File: src/common/tmcap_defs.svh
`ifndef TMCAP_DEFS_SVH
`define TMCAP_DEFS_SVH

// Register offsets (8-bit register port)
`define TMCAP_OFS_FIRST_COUNT    8'h00
`define TMCAP_OFS_SECOND_COUNT   8'h01
`define TMCAP_OFS_FIRST_PERIOD   8'h02
`define TMCAP_OFS_SECOND_PERIOD  8'h03
`define TMCAP_OFS_WIDE_LOW       8'h04
`define TMCAP_OFS_WIDE_HIGH      8'h05
`define TMCAP_OFS_PCA_LOW        8'h06
`define TMCAP_OFS_PCA_HIGH       8'h07
`define TMCAP_OFS_CAP2_LOW       8'h08
`define TMCAP_OFS_CAP2_HIGH      8'h09
`define TMCAP_OFS_STATUS         8'h0a
`define TMCAP_OFS_ENABLE         8'h0b
`define TMCAP_OFS_CONTROL        8'h16

// Control register fields
`define TMCAP_CTL_CAP2_MSB       7
`define TMCAP_CTL_CAP2_LSB       6
`define TMCAP_CTL_CAP1_MSB       5
`define TMCAP_CTL_CAP1_LSB       4
`define TMCAP_CTL_COMBINE        3
`define TMCAP_CTL_WIDE_CS        2
`define TMCAP_CTL_SECOND_CS      1
`define TMCAP_CTL_FIRST_CS       0

// Status flags, write one to clear
`define TMCAP_ST_FIRST_OVF       0
`define TMCAP_ST_SECOND_OVF      1
`define TMCAP_ST_WIDE_OVF        2
`define TMCAP_ST_CAP1            3
`define TMCAP_ST_CAP2            4
`define TMCAP_ST_MASK            8'h1f

// Enable register fields
`define TMCAP_EN_CAP1_MODE       0
`define TMCAP_EN_FIRST_RUN       1
`define TMCAP_EN_SECOND_RUN      2
`define TMCAP_EN_WIDE_RUN        3
`define TMCAP_EN_MASK            8'h0f

// Reset values
`define TMCAP_RST_CONTROL        8'h00
`define TMCAP_RST_ENABLE         8'h00
`define TMCAP_RST_PERIOD         8'hff
`define TMCAP_RST_ZERO           8'h00

// Instruction cycle is four oscillator clocks
`define TMCAP_INSN_DIV           4
// Prescaler counts at which the 4th and 16th rising edge fire a capture
`define TMCAP_PRE_FOUR           4'h3
`define TMCAP_PRE_SIXTEEN        4'hf

`endif

File: src/common/tmcap_pkg.sv
`default_nettype none
package tmcap_pkg;

  // Capture trigger selection
  typedef enum logic [1:0] {
    tmcap_edge_fall    = 2'b00,
    tmcap_edge_rise    = 2'b01,
    tmcap_edge_rise4   = 2'b10,
    tmcap_edge_rise16  = 2'b11
  } tmcap_edge_t;

  typedef logic [7:0] tmcap_byte_t;

endpackage
`default_nettype wire

File: src/common/tmcap_cap_if.sv
`timescale 1ns/1ps
`default_nettype none
// Carries one capture channel between the core and its trigger unit
interface tmcap_cap_if;
  import tmcap_pkg::*;
  logic        rise;
  logic        fall;
  logic        enable;
  tmcap_edge_t mode;
  logic        fire;
  modport unit (input rise, input fall, input enable, input mode, output fire);
  modport core (output rise, output fall, output enable, output mode, input fire);
endinterface
`default_nettype wire

File: src/rtl/tmcap_sync.sv
`timescale 1ns/1ps
`default_nettype none
module tmcap_sync
  import tmcap_pkg::*;
#(
  parameter int WIDTH = 4
)
(
  input  wire logic             mclk,
  input  wire logic             rst,
  input  wire logic [WIDTH-1:0] din,
  output logic      [WIDTH-1:0] rise,
  output logic      [WIDTH-1:0] fall
);

  generate
    if (WIDTH < 1)
    begin : g_chk
      $error("tmcap_sync: WIDTH must be at least 1");
    end
  endgenerate

  logic [WIDTH-1:0] meta_ff;
  logic [WIDTH-1:0] lvl_ff;
  logic [WIDTH-1:0] old_ff;
  logic [WIDTH-1:0] nxt_meta;
  logic [WIDTH-1:0] nxt_lvl;
  logic [WIDTH-1:0] nxt_old;

  // The first stage feeds only the second; edges come from later stages
  always_comb
  begin
    nxt_meta = din;
    nxt_lvl  = meta_ff;
    nxt_old  = lvl_ff;
  end

  // No reset on the chain: it flushes to the pin level while reset is held,
  // so no false edge follows release whatever the pin's idle level
  always_ff @(posedge mclk)
  begin
    meta_ff <= nxt_meta;
    lvl_ff  <= nxt_lvl;
    old_ff  <= nxt_old;
  end

  // One-cycle edge pulses, held off during reset
  assign rise = lvl_ff & ~old_ff & ~{WIDTH{rst}};
  assign fall = ~lvl_ff & old_ff & ~{WIDTH{rst}};

endmodule // tmcap_sync
`default_nettype wire

File: src/rtl/tmcap_capture.sv
`timescale 1ns/1ps
`default_nettype none
module tmcap_capture
  import tmcap_pkg::*;
(
  input  wire logic  mclk,
  input  wire logic  rst,
  tmcap_cap_if.unit  bus
);
`include "tmcap_defs.svh"

  logic [3:0] pre_ff;
  logic [3:0] nxt_pre;
  logic       fire_ff;
  logic       nxt_fire;

  // Trigger selection; prescaler restarts while the channel is idle
  always_comb
  begin
    nxt_pre  = pre_ff;
    nxt_fire = 1'b0;
    if (!bus.enable)
    begin
      nxt_pre = 4'h0;
    end
    else
    begin
      case (bus.mode)
        tmcap_edge_fall:  nxt_fire = bus.fall; // [RULE_10] [RULE_11]
        tmcap_edge_rise:  nxt_fire = bus.rise; // [RULE_10] [RULE_11]
        tmcap_edge_rise4:
        begin
          if (bus.rise)
          begin
            nxt_fire = (pre_ff[1:0] == 2'(`TMCAP_PRE_FOUR)); // Every 4th rise [RULE_10]
            nxt_pre  = nxt_fire ? 4'h0 : pre_ff + 4'h1;
          end
        end
        default:
        begin
          if (bus.rise)
          begin
            nxt_fire = (pre_ff == `TMCAP_PRE_SIXTEEN); // Every 16th rise [RULE_11]
            nxt_pre  = nxt_fire ? 4'h0 : pre_ff + 4'h1;
          end
        end
      endcase
    end
  end

  always_ff @(posedge mclk)
  begin
    if (rst)
    begin
      pre_ff  <= 4'h0;
      fire_ff <= 1'b0;
    end
    else
    begin
      pre_ff  <= nxt_pre;
      fire_ff <= nxt_fire;
    end
  end

  assign bus.fire = fire_ff;

endmodule // tmcap_capture
`default_nettype wire

File: src/rtl/tmcap_timers.sv
`timescale 1ns/1ps
`default_nettype none
// What this block does
// RULE_01 - Two independent 8-bit up timers, each with period register and overflow flag.
// RULE_02 - Byte timers advance per instruction cycle or on shared pin falling edges.
// RULE_03 - Software can join both byte timers into one 16-bit timer.
// RULE_04 - Byte timers provide the time base for pulse-width outputs.
// RULE_05 - Third timer is 16 bits, held in high and low byte registers.
// RULE_06 - One register pair is the third timer period or capture one result.
// RULE_07 - A second register pair holds only capture two results.
// RULE_08 - Both captures sample the third timer as common time base.
// RULE_09 - Third timer counts internal clock or its external count pin.
// RULE_10 - Control bits 7:6 pick capture two trigger: fall, rise, 4th, 16th rise.
// RULE_11 - Control bits 5:4 pick capture one trigger with the same encoding.
// RULE_12 - Control bit 3 set joins byte timers into 16 bits; clear keeps two.
// RULE_13 - Control bit 2 set counts wide pin falling edges; clear internal clock.
// RULE_14 - Control bits 1 and 0 select shared pin or internal clock per byte timer.
// RULE_15 - A capture event copies the third timer count into its result pair.
// RULE_16 - A byte timer matching its period sets its flag and restarts at zero.
`include "tmcap_defs.svh"
module tmcap_timers
  import tmcap_pkg::*;
#(
  parameter int INSN_DIV = `TMCAP_INSN_DIV
)
(
  input  wire logic        mclk,
  input  wire logic        rst,
  input  wire logic [7:0]  reg_addr,
  input  wire logic [7:0]  reg_wdata,
  input  wire logic        reg_wr,
  input  wire logic        reg_rd,
  output logic      [7:0]  reg_rdata,
  input  wire logic        shared_count_pin,
  input  wire logic        wide_timer_count_pin,
  input  wire logic        capture_one_pin,
  input  wire logic        capture_two_pin,
  output logic      [7:0]  pwm_base_first,
  output logic      [7:0]  pwm_base_second,
  output logic             pwm_base_first_wrap,
  output logic             pwm_base_second_wrap
);

  generate
    if (INSN_DIV < 2 || INSN_DIV > 256)
    begin : g_chk
      $error("tmcap_timers: INSN_DIV must be 2 to 256");
    end
  endgenerate

  // Write decode shared by every writable register
  function automatic logic wr_hit(input logic [7:0] ofs);
    wr_hit = reg_wr && (reg_addr == ofs);
  endfunction

  // Pin synchronisers and edge pulses
  logic [3:0] pin_rise;
  logic [3:0] pin_fall;
  tmcap_sync #(.WIDTH(4)) u_sync (
    .mclk (mclk),
    .rst  (rst),
    .din  ({capture_two_pin, capture_one_pin, wide_timer_count_pin, shared_count_pin}),
    .rise (pin_rise),
    .fall (pin_fall)
  );

  logic [7:0] ctl_ff;
  logic [7:0] en_ff;
  logic [7:0] st_ff;
  logic [7:0] first_ff;
  logic [7:0] second_ff;
  logic [7:0] per1_ff;
  logic [7:0] per2_ff;
  logic [15:0] wide_ff;
  logic [15:0] pca_ff;
  logic [15:0] cap2_ff;
  logic        wrap1_ff;
  logic        wrap2_ff;
  logic [7:0]  div_ff;
  logic [7:0]  rdata_ff;

  logic [7:0]  nxt_ctl;
  logic [7:0]  nxt_en;
  logic [7:0]  nxt_st;
  logic [7:0]  nxt_first;
  logic [7:0]  nxt_second;
  logic [7:0]  nxt_per1;
  logic [7:0]  nxt_per2;
  logic [15:0] nxt_wide;
  logic [15:0] nxt_pca;
  logic [15:0] nxt_cap2;
  logic        nxt_wrap1;
  logic        nxt_wrap2;
  logic [7:0]  nxt_div;
  logic [7:0]  nxt_rdata;

  // Capture trigger units
  tmcap_cap_if cap_bus [2] ();
  logic [1:0]  cap_fire;
  genvar g;
  generate
    for (g = 0; g < 2; g++)
    begin : g_cap
      assign cap_bus[g].rise   = pin_rise[2+g];
      assign cap_bus[g].fall   = pin_fall[2+g];
      // Channel one only triggers while its pair is in capture role
      assign cap_bus[g].enable = (g == 0) ? en_ff[`TMCAP_EN_CAP1_MODE] : 1'b1; // [RULE_06]
      assign cap_bus[g].mode   = (g == 0) ?
                                 tmcap_edge_t'(ctl_ff[`TMCAP_CTL_CAP1_MSB:`TMCAP_CTL_CAP1_LSB]) :
                                 tmcap_edge_t'(ctl_ff[`TMCAP_CTL_CAP2_MSB:`TMCAP_CTL_CAP2_LSB]);
      assign cap_fire[g]       = cap_bus[g].fire;
      tmcap_capture u_cap (
        .mclk (mclk),
        .rst  (rst),
        .bus  (cap_bus[g])
      );
    end
  endgenerate

  logic insn_tick;
  logic tick1;
  logic tick2;
  logic tick3;
  logic combine;
  logic cap_mode;

  assign insn_tick = (div_ff == 8'(INSN_DIV - 1));
  assign combine   = ctl_ff[`TMCAP_CTL_COMBINE]; // [RULE_12]
  assign cap_mode  = en_ff[`TMCAP_EN_CAP1_MODE];
  // Clock source per timer
  assign tick1 = en_ff[`TMCAP_EN_FIRST_RUN] &&
                 (ctl_ff[`TMCAP_CTL_FIRST_CS] ? pin_fall[0] : insn_tick);   // [RULE_02] [RULE_14]
  assign tick2 = en_ff[`TMCAP_EN_SECOND_RUN] &&
                 (ctl_ff[`TMCAP_CTL_SECOND_CS] ? pin_fall[0] : insn_tick);  // [RULE_02] [RULE_14]
  assign tick3 = en_ff[`TMCAP_EN_WIDE_RUN] &&
                 (ctl_ff[`TMCAP_CTL_WIDE_CS] ? pin_fall[1] : insn_tick);    // [RULE_09] [RULE_13]

  // Timer and register next state; software writes win over counting,
  // hardware flag sets win over a same-cycle clear
  always_comb
  begin
    nxt_div    = insn_tick ? 8'h00 : div_ff + 8'h01;
    nxt_ctl    = ctl_ff;
    nxt_en     = en_ff;
    nxt_st     = st_ff;
    nxt_first  = first_ff;
    nxt_second = second_ff;
    nxt_per1   = per1_ff;
    nxt_per2   = per2_ff;
    nxt_wide   = wide_ff;
    nxt_pca    = pca_ff;
    nxt_cap2   = cap2_ff;
    nxt_wrap1  = 1'b0;
    nxt_wrap2  = 1'b0;

    // Byte timers, joined or separate
    if (combine)
    begin
      if (tick1)
      begin
        if ({second_ff, first_ff} == {per2_ff, per1_ff}) // [RULE_03]
        begin
          {nxt_second, nxt_first} = 16'h0000;
          nxt_wrap1 = 1'b1;
          nxt_wrap2 = 1'b1;
        end
        else
        begin
          {nxt_second, nxt_first} = {second_ff, first_ff} + 16'h0001; // [RULE_03]
        end
      end
    end
    else
    begin
      if (tick1)
      begin
        nxt_wrap1 = (first_ff == per1_ff);                            // [RULE_16]
        nxt_first = nxt_wrap1 ? 8'h00 : first_ff + 8'h01;             // [RULE_01]
      end
      if (tick2)
      begin
        nxt_wrap2  = (second_ff == per2_ff);                          // [RULE_16]
        nxt_second = nxt_wrap2 ? 8'h00 : second_ff + 8'h01;           // [RULE_01]
      end
    end

    // Wide timer: period restart only while the pair is a period
    if (tick3)
    begin
      if (!cap_mode && wide_ff == pca_ff)
      begin
        nxt_wide = 16'h0000; // [RULE_06]
      end
      else
      begin
        nxt_wide = wide_ff + 16'h0001; // [RULE_05]
      end
    end

    // Register writes
    if (wr_hit(`TMCAP_OFS_CONTROL))       nxt_ctl    = reg_wdata;
    if (wr_hit(`TMCAP_OFS_ENABLE))        nxt_en     = reg_wdata & `TMCAP_EN_MASK;
    if (wr_hit(`TMCAP_OFS_FIRST_COUNT))   nxt_first  = reg_wdata;
    if (wr_hit(`TMCAP_OFS_SECOND_COUNT))  nxt_second = reg_wdata;
    if (wr_hit(`TMCAP_OFS_FIRST_PERIOD))  nxt_per1   = reg_wdata;
    if (wr_hit(`TMCAP_OFS_SECOND_PERIOD)) nxt_per2   = reg_wdata;
    if (wr_hit(`TMCAP_OFS_WIDE_LOW))      nxt_wide[7:0]  = reg_wdata; // [RULE_05]
    if (wr_hit(`TMCAP_OFS_WIDE_HIGH))     nxt_wide[15:8] = reg_wdata; // [RULE_05]
    if (wr_hit(`TMCAP_OFS_PCA_LOW))       nxt_pca[7:0]   = reg_wdata;
    if (wr_hit(`TMCAP_OFS_PCA_HIGH))      nxt_pca[15:8]  = reg_wdata;
    if (wr_hit(`TMCAP_OFS_STATUS))        nxt_st     = st_ff & ~reg_wdata;

    // Captures take the live wide count; the event beats a software write
    if (cap_fire[0])
    begin
      nxt_pca = wide_ff;                 // [RULE_06] [RULE_08] [RULE_15]
      nxt_st[`TMCAP_ST_CAP1] = 1'b1;
    end
    if (cap_fire[1])
    begin
      nxt_cap2 = wide_ff;                // [RULE_07] [RULE_08] [RULE_15]
      nxt_st[`TMCAP_ST_CAP2] = 1'b1;
    end

    // Overflow flags set after any clear so the event is never lost
    if (nxt_wrap1)
    begin
      nxt_st[`TMCAP_ST_FIRST_OVF] = 1'b1;    // [RULE_01] [RULE_16]
    end
    if (nxt_wrap2 && !combine)
    begin
      nxt_st[`TMCAP_ST_SECOND_OVF] = 1'b1;   // [RULE_01] [RULE_16]
    end
    if (tick3 && (cap_mode || wide_ff != pca_ff) && wide_ff == 16'hffff)
    begin
      nxt_st[`TMCAP_ST_WIDE_OVF] = 1'b1;
    end
    if (tick3 && !cap_mode && wide_ff == pca_ff)
    begin
      nxt_st[`TMCAP_ST_WIDE_OVF] = 1'b1;
    end
    nxt_st = nxt_st & `TMCAP_ST_MASK;
  end

  // Read data valid only in the cycle after the strobe
  always_comb
  begin
    nxt_rdata = 8'h00;
    if (reg_rd)
    begin
      if (reg_addr == `TMCAP_OFS_FIRST_COUNT)        nxt_rdata = first_ff;
      else if (reg_addr == `TMCAP_OFS_SECOND_COUNT)  nxt_rdata = second_ff;
      else if (reg_addr == `TMCAP_OFS_FIRST_PERIOD)  nxt_rdata = per1_ff;
      else if (reg_addr == `TMCAP_OFS_SECOND_PERIOD) nxt_rdata = per2_ff;
      else if (reg_addr == `TMCAP_OFS_WIDE_LOW)      nxt_rdata = wide_ff[7:0];
      else if (reg_addr == `TMCAP_OFS_WIDE_HIGH)     nxt_rdata = wide_ff[15:8];
      else if (reg_addr == `TMCAP_OFS_PCA_LOW)       nxt_rdata = pca_ff[7:0];
      else if (reg_addr == `TMCAP_OFS_PCA_HIGH)      nxt_rdata = pca_ff[15:8];
      else if (reg_addr == `TMCAP_OFS_CAP2_LOW)      nxt_rdata = cap2_ff[7:0];
      else if (reg_addr == `TMCAP_OFS_CAP2_HIGH)     nxt_rdata = cap2_ff[15:8];
      else if (reg_addr == `TMCAP_OFS_STATUS)        nxt_rdata = st_ff;
      else if (reg_addr == `TMCAP_OFS_ENABLE)        nxt_rdata = en_ff;
      else if (reg_addr == `TMCAP_OFS_CONTROL)       nxt_rdata = ctl_ff;
      else                                           nxt_rdata = 8'h00;
    end
  end

  always_ff @(posedge mclk)
  begin
    if (rst)
    begin
      div_ff    <= 8'h00;
      ctl_ff    <= `TMCAP_RST_CONTROL;
      en_ff     <= `TMCAP_RST_ENABLE;
      st_ff     <= `TMCAP_RST_ZERO;
      first_ff  <= `TMCAP_RST_ZERO;
      second_ff <= `TMCAP_RST_ZERO;
      per1_ff   <= `TMCAP_RST_PERIOD;
      per2_ff   <= `TMCAP_RST_PERIOD;
      wide_ff   <= 16'h0000;
      pca_ff    <= {`TMCAP_RST_PERIOD, `TMCAP_RST_PERIOD};
      cap2_ff   <= 16'h0000;
      wrap1_ff  <= 1'b0;
      wrap2_ff  <= 1'b0;
      rdata_ff  <= 8'h00;
    end
    else
    begin
      div_ff    <= nxt_div;
      ctl_ff    <= nxt_ctl;
      en_ff     <= nxt_en;
      st_ff     <= nxt_st;
      first_ff  <= nxt_first;
      second_ff <= nxt_second;
      per1_ff   <= nxt_per1;
      per2_ff   <= nxt_per2;
      wide_ff   <= nxt_wide;
      pca_ff    <= nxt_pca;
      cap2_ff   <= nxt_cap2;
      wrap1_ff  <= nxt_wrap1;
      wrap2_ff  <= nxt_wrap2;
      rdata_ff  <= nxt_rdata;
    end
  end

  // Time base handed to the pulse-width outputs
  assign pwm_base_first       = first_ff;   // [RULE_04]
  assign pwm_base_second      = second_ff;  // [RULE_04]
  assign pwm_base_first_wrap  = wrap1_ff;   // [RULE_04]
  assign pwm_base_second_wrap = wrap2_ff;   // [RULE_04]
  assign reg_rdata            = rdata_ff;

endmodule // tmcap_timers
`default_nettype wire

File: config.mk
export PLATFORM = sky130hd
export DESIGN_NAME = tmcap_timers
export DESIGN_NICKNAME = d
export VERILOG_FILES = /design/src/common/tmcap_pkg.sv /design/src/common/tmcap_cap_if.sv /design/src/rtl/tmcap_sync.sv /design/src/rtl/tmcap_capture.sv /design/src/rtl/tmcap_timers.sv
export VERILOG_INCLUDE_DIRS = /design/src /design/src/common
export SDC_FILE = /design/constraint.sdc
export NUM_CORES = 1
export LEC_CHECK = 0
export ABC_AREA = 1
export BUFFER_PORTS_ARGS = -buffer_cell sky130_fd_sc_hd__buf_2
export CORE_ASPECT_RATIO = 0.9
export CORE_MARGIN = 1.5
export CORE_UTILIZATION = 60
export CTS_BUF_LIST = sky130_fd_sc_hd__clkbuf_4 sky130_fd_sc_hd__clkbuf_8 sky130_fd_sc_hd__clkbuf_16
export DETAILED_ROUTE_END_ITERATION = 16
export PLACE_DENSITY = 0.79
export SLEW_MARGIN = 15
export SYNTH_ARGS = -nofsm -noshare
export SYNTH_HDL_FRONTEND = slang
export SYNTH_SLANG_ARGS = --single-unit
File: constraint.sdc
create_clock -name mclk -period 1.9 [get_ports mclk]
set_input_delay 0.19 -clock mclk [delete_from_list [all_inputs] [get_ports mclk]]
set_output_delay 0.19 -clock mclk [all_outputs]
set_load 0.005 [all_outputs]
# Yosys cells after proc, flatten, opt, wreduce, memory -nomap -nowiden
# Index checks and enable logic that the tools add are counted.
[totals] ff_bits=137 input_bits=24 output_inout_bits=26 wordCells=184
[classes] addsub=7 n_eq_ne=28 muxes=64 bitwise=13 reduce_logical=45
[op_table] operator="$mux W8" n=29
[op_table] operator="$mux W16" n=3
[op_table] operator="$add A16 B1 Y16 const B" n=2
[op_table] operator="$eq A16 B16 Y1" n=2
[op_table] operator="$eq A8 B3 Y1 const B" n=4
[op_table] operator="$eq A8 B4 Y1 const B" n=4
[op_table] operator="$mux W4" n=8
[op_table] operator="$add A8 B1 Y8 const B" n=3
[op_table] operator="$eq A8 B2 Y1 const B" n=3
[op_table] operator="$logic_and A1 B1 Y1" n=20
[op_table] operator="$mux W1" n=19
[op_table] operator="$reduce_bool A2 Y1" n=9
[op_table] operator="$and A4 B4 Y4" n=4
[op_table] operator="$eq A16 B16 Y1 const B" n=1
[op_table] operator="$eq A8 B8 Y1" n=2
[op_table] operator="$ne A16 B16 Y1" n=1
[op_table] operator="$pmux W4 S2" n=2
[op_table] operator="$not A4 Y4" n=3
[op_table] operator="$reduce_or A2 Y1" n=5
[op_table] operator="$add A4 B1 Y4 const B" n=2
[op_table] operator="$eq A2 B2 Y1 const B" n=4
[op_table] operator="$eq A4 B4 Y1 const B" n=2
[op_table] operator="$eq A8 B1 Y1 const B" n=1
[op_table] operator="$eq A8 B5 Y1 const B" n=1
[op_table] operator="13 further kinds" n=23

# Longest topological paths before layout
[logic_depth] depth_word=14 depth_mapped=14 ltp_nobuf=13

# Modules after synthesis
# From an unflattened synthesis, not the netlist that was laid out.
[unflattened] hier_cells=1137 hier_area_um2=7652.3
[by_module_without_submodules] mod="tmcap_timers" n_inst=1 cells_each=1006 area_each_um2=6710.2 seq_area_each_um2=2302.2
[by_module_without_submodules] mod="tmcap_capture" n_inst=2 cells_each=47 area_each_um2=300.3 seq_area_each_um2=100.1
[by_module_without_submodules] mod="tmcap_sync" n_inst=1 cells_each=37 area_each_um2=341.6 seq_area_each_um2=240.2

# Worst setup path after synthesis
# Ideal clock, no wire load.
[synth_path] kind="register -> register" startpoint="reg first_ff[0], in the netlist pwm_base_first[0]" endpoint="reg second_ff[6], in the netlist pwm_base_second[6]" setup_time_ns=0.057 arrival_ns=1.572 required_ns=1.843 path_slack_ns=0.271 path_stages_with_launch=13 path_buffers=0 period_less_slack_ns=1.629 cell_sequence="dfxtp_1 ha_1 nand3_1 nor2_2 nand2_1 nor2_4 nand2_4 nor2_4 xor2_1 nand2_1 nand3_1 nand4_1 inv_1"
[synth_via] elab_chain_cells=5 word_cells_on_any_way=6 classes_between="1 x add/sub; 1 x eq/ne; 4 x mux"
[synth_lines] item="from (decl)" line_no="tmcap_timers.sv:70" source="logic [7:0] first_ff;"
[synth_lines] item="from (signal assigned)" line_no="tmcap_timers.sv:276" source="first_ff <= `TMCAP_RST_ZERO;"
[synth_lines] item="from (signal assigned)" line_no="tmcap_timers.sv:293" source="first_ff <= nxt_first;"
[synth_lines] item="$add A16 B1 Y16 / $eq A16 B16 Y1 (equally long branches)" line_no="tmcap_timers.sv:169, tmcap_timers.sv:161"
[synth_lines] item="$mux W8 (*)" line_no="tmcap_timers.sv:161" source="if ({second_ff, first_ff} == {per2_ff, per1_ff})"
[synth_lines] item="$mux W8 (*)" line_no="tmcap_timers.sv:159" source="if (tick1)"
[synth_lines] item="$mux W8 (*)" line_no="tmcap_timers.sv:157" source="if (combine)"
[synth_lines] item="$mux W8 (*)" line_no="tmcap_timers.sv:204" source="if (wr_hit(`TMCAP_OFS_SECOND_COUNT)) nxt_second = reg_wdata;"
[synth_lines] item="to (signal assigned)" line_no="tmcap_timers.sv:277" source="second_ff <= `TMCAP_RST_ZERO;"
[synth_lines] item="to (signal assigned)" line_no="tmcap_timers.sv:294" source="second_ff <= nxt_second;"
[synth_lines] item="to (decl)" line_no="tmcap_timers.sv:71" source="logic [7:0] second_ff;"
# Mark *: on every way between the ends. The rest lies on a longest branch, timed or not. The select of a mux whose other input is x is not followed.
# A chain may end at the register's enable or synchronous reset.

# Final worst setup path
[layout_path] startpoint="reg wide_ff[5]" endpoint="reg wide_ff[7]"
[layout_via] elab_chain_cells=5 word_cells_on_any_way=6 classes_between="1 x add/sub; 1 x eq/ne; 3 x mux; 1 x reduce/logical"
[layout_lines] item="from (decl)" line_no="tmcap_timers.sv:74" source="logic [15:0] wide_ff;"
[layout_lines] item="from (signal assigned)" line_no="tmcap_timers.sv:297" source="wide_ff <= nxt_wide;"
[layout_lines] item="parallel branches: the longest is 2 deep, another holds $add A16 B1 Y16"
[layout_lines] item="$mux W16 (*)" line_no="tmcap_timers.sv:190" source="if (!cap_mode && wide_ff == pca_ff)"
[layout_lines] item="$mux W16 (*)" line_no="tmcap_timers.sv:188" source="if (tick3)"
[layout_lines] item="$mux W8 (*)" line_no="tmcap_timers.sv:207" source="if (wr_hit(`TMCAP_OFS_WIDE_LOW)) nxt_wide[7:0] = reg_wdata;"
# Every way passes the cells marked *. The select of a mux whose other input is x is not followed.

==> flow_metrics.tcl <==
set metrics [dict create \
    numCtsBuffers 17 \
    drt_wl_total_um 24360 \
    fin_nets 1237 \
    fin_crit_ns 1.833 \
    gp_congestion 1.008 \
    synth_top_cell_by_area "dfxtp_1" \
    area_growth_pct 15.77 \
    cpMostUsedCell "inv_1" \
    clkSlewWorstSetupHoldPaths_ns 0.06 \
    cp.depth 9 \
    grt_pass1_wl_um 38040 \
    peakVddDrop_mv 0.9942 \
    io_buffer_count 49 \
    rows 39 \
    synth_compound_area_share_pct 16.09 \
    wl_per_cell_um 17.63 \
    final_cell_mix "243 x nand2_1, 131 x dfxtp_1, 129 x inv_1" \
    fp.dieArea_um2 13740 \
    critPathMaxStageDelay_ns 0.52 \
    synth_warnings 0 \
    antenna_found_initial 0 \
    max-cap-violations 0 \
    hold-path-cell-count 2 \
    muxShareOfSynthArea_pct 0 \
    cts_tree "done" \
    clockBufferDepth 2 \
    setup_viol 0 \
    power_density_nw_per_um2 719.0 \
    cts_sinks 137 \
    final_layout_size_suffix_gt1_share_pct 18.47 \
    required_ns 2.25 \
    dr.pass1.iters 6 \
    p_leak_nw 4.205 \
    path_cells "inv_1 -> o22ai_1 -> inv_1 -> nand4_1 -> nor2_1 -> nand3_1 -> buf_4 -> o2111ai_1 -> a21oi_1" \
    synth_fa_ha_area_share_pct 1.279 \
    start_util_pct 61.68 \
    vias 8088 \
    reg2reg_depth 9 \
    grt_max_degree 45 \
    clkLatencyLatePin_ns 0.43 \
    syn-cell-area_um2 7825 \
    finalCritPeriodShare_pct 96.47 \
    synth.net_count 1162 \
    grt_overflow 0 \
    cp.arrival_ns 2.18 \
    cp_num_buf_inv 3 \
    root_buffer "clkbuf_16" \
    ant_nets 0 \
    chipWidth_um 123.4 \
    cp_top_family "compound AO/OA/AOI/OAI gates" \
    ioPinCount 50 \
    avgSynthCellArea_um2 6.925 \
    report.final.hold_viol_count 0 \
    yosys.area_share.simple_pct 32.97 \
    grt_setup_unrepaired "false" \
    slew_headroom_pct 60.47 \
    synth_edf_count 0 \
    status "finished clean" \
    ys_top_cells_by_area "dfxtp_1 35%, nand2_1 12%, inv_1 6.2%, a21oi_1 6.2%, nor2_1 5.1%" \
    hold_class "in2reg" \
    drv_slew 0 \
    coreArea_um2 12690 \
    dp_slack_ns 0.08427 \
    end_kind "flip-flop" \
    synth-seq-cells 137 \
    async_flop_share_pct 0 \
    diodes 0 \
    via_per_inst 5.852 \
    path_max_fanout 10 \
    stdcell_count 1382 \
    synth_cells 1130 \
    drc_errors 0 \
    synth_xor_area_share_pct 4.141 \
    htree_levels 4 \
    critPathLaunchType "flip-flop" \
    finalPower_mw 6.513 \
    grt_use_total_pct 36.41 \
    worstSetupPathType "reg2reg" \
    yosysTopAreaCellShare_pct 35.05 \
    cpMaxStageDelayCell "dfxtp_1" \
    synth_top_family_by_area "simple AND/OR/NAND/NOR gates" \
    worstMarginPinSlew_ns 0.5923 \
    synth_cell_type_count 55 \
    grt_pass1_vias 7309 \
    drtIter0Drc 1230 \
    placed_cells 1345 \
    fmax_mhz 545.6 \
    fin_ws_ns 0.06716 \
    die_height_um 111.3 \
    final_common_cell "nand2_1" \
    yosysSeqAreaShare_pct 35.05 \
    finalClockSkew_ns 0.01246 \
    dpl.hpwl_um 17780 \
    setup_tns_ns 0 \
    synthFlopType "dfxtp_1" \
]
-- sequential cells by signal (all words and copies together), names as in the netlist, 8 cells and up --
name	flops
pwm_base_second	8
pwm_base_first	8
wide_ff	16
reg_rdata	8
pca_ff	16
g_cap.u_cap.pre_ff	8
per2_ff	8
div_ff	8
ctl_ff	8
per1_ff	8
cap2_ff	16
-- layer usage --
metal | global-route usage (%) | routed length (um) | vias to the layer above
met5 | 0 | 0 | -
met3 | 9.785 | 2842 | 78
met2 | 52.07 | 10240 | 464
li1 | - | - | 3877
met1 | 51.39 | 10320 | 3669
met4 | 15.79 | 960 | 0
-- layout make-up --
class | instances | area [um^2]
Inverter | 153 | 581.8
Timing Repair Buffer | 96 | 633.1
Fill cell | 1056 | 3628
Tap cell | 164 | 205.2
Sequential cell | 137 | 2753
Clock buffer | 21 | 467.9
Multi-Input combinational cell | 800 | 4305
Clock inverter | 11 | 112.6
-- where the power goes --
| group | leakage, nW | switching, mW | total, mW | internal, mW |
|---|---|---|---|---|
| clock network | 0.274 | 1.33 | 3.24 | 1.91 |
| registers | 1.11 | 0.0282 | 2.95 | 2.92 |
| logic | 2.82 | 0.233 | 0.325 | 0.0913 |
-- synth_stat cells, types with 2 or more instances --
cell type and number:
nand4_1 34, nand2_4 6, nor3_4 3, nand2_1 245
o211ai_1 33, inv_4 3, nor3b_1 3, a21oi_2 2
o2111ai_1 4, inv_2 20, nand2_2 9, buf_4 2
clkbuf_1 15, a21oi_1 97, nand3_2 4, a31oi_1 8
or2_2 7, nor2_8 3, buf_6 7, nand3_1 74
ha_1 8, buf_2 12, nor3_1 10, o21ai_0 47
o22ai_1 16, dfxtp_1 137, nor2_1 107, clkbuf_2 2
xor2_1 33, nor3_2 3, inv_1 130, xnor2_1 4
nor2_4 9, nor2_2 12
-- metrics by stage --
step                utilization, %  hold slack, ns  area, um^2
global route                 71.40         0.07218        9059
detailed placement           65.94          0.2936        8366
global placement             65.94          0.2929        8366
finish                       71.40         0.06713        9059
CTS                          70.83         0.06287        8986
floorplan                        -          0.2177        7825
-- final timing paths --
path,slack [ns],from,end
worst max-delay path,0.07,wide_ff[5],wide_ff[7]
worst max register to register,0.07,wide_ff[5],wide_ff[7]
worst min register to register,0.33,u_sync.meta_ff[3],u_sync.lvl_ff[3]
worst min-delay path,0.07,rst,pwm_base_first_wrap
-- kinds of logic after synthesis --
group                      after synthesis
and+or+nand+nor                        538
AOI/OAI and AO/OA                      217
buffers and inverters                  193
DFF                                    137
xor gates and xnor gates                37
adders and majority gates                8
-- timing repair --
item | CTS | global route
resized for setup | 0 | 18
hold buffers | 4 | 0
endpoints found under the hold margin | 4 | 0
setup buffers | 0 | 1
setup endpoints to repair | 0 | 18
Power figures use the tool's default switching activity.
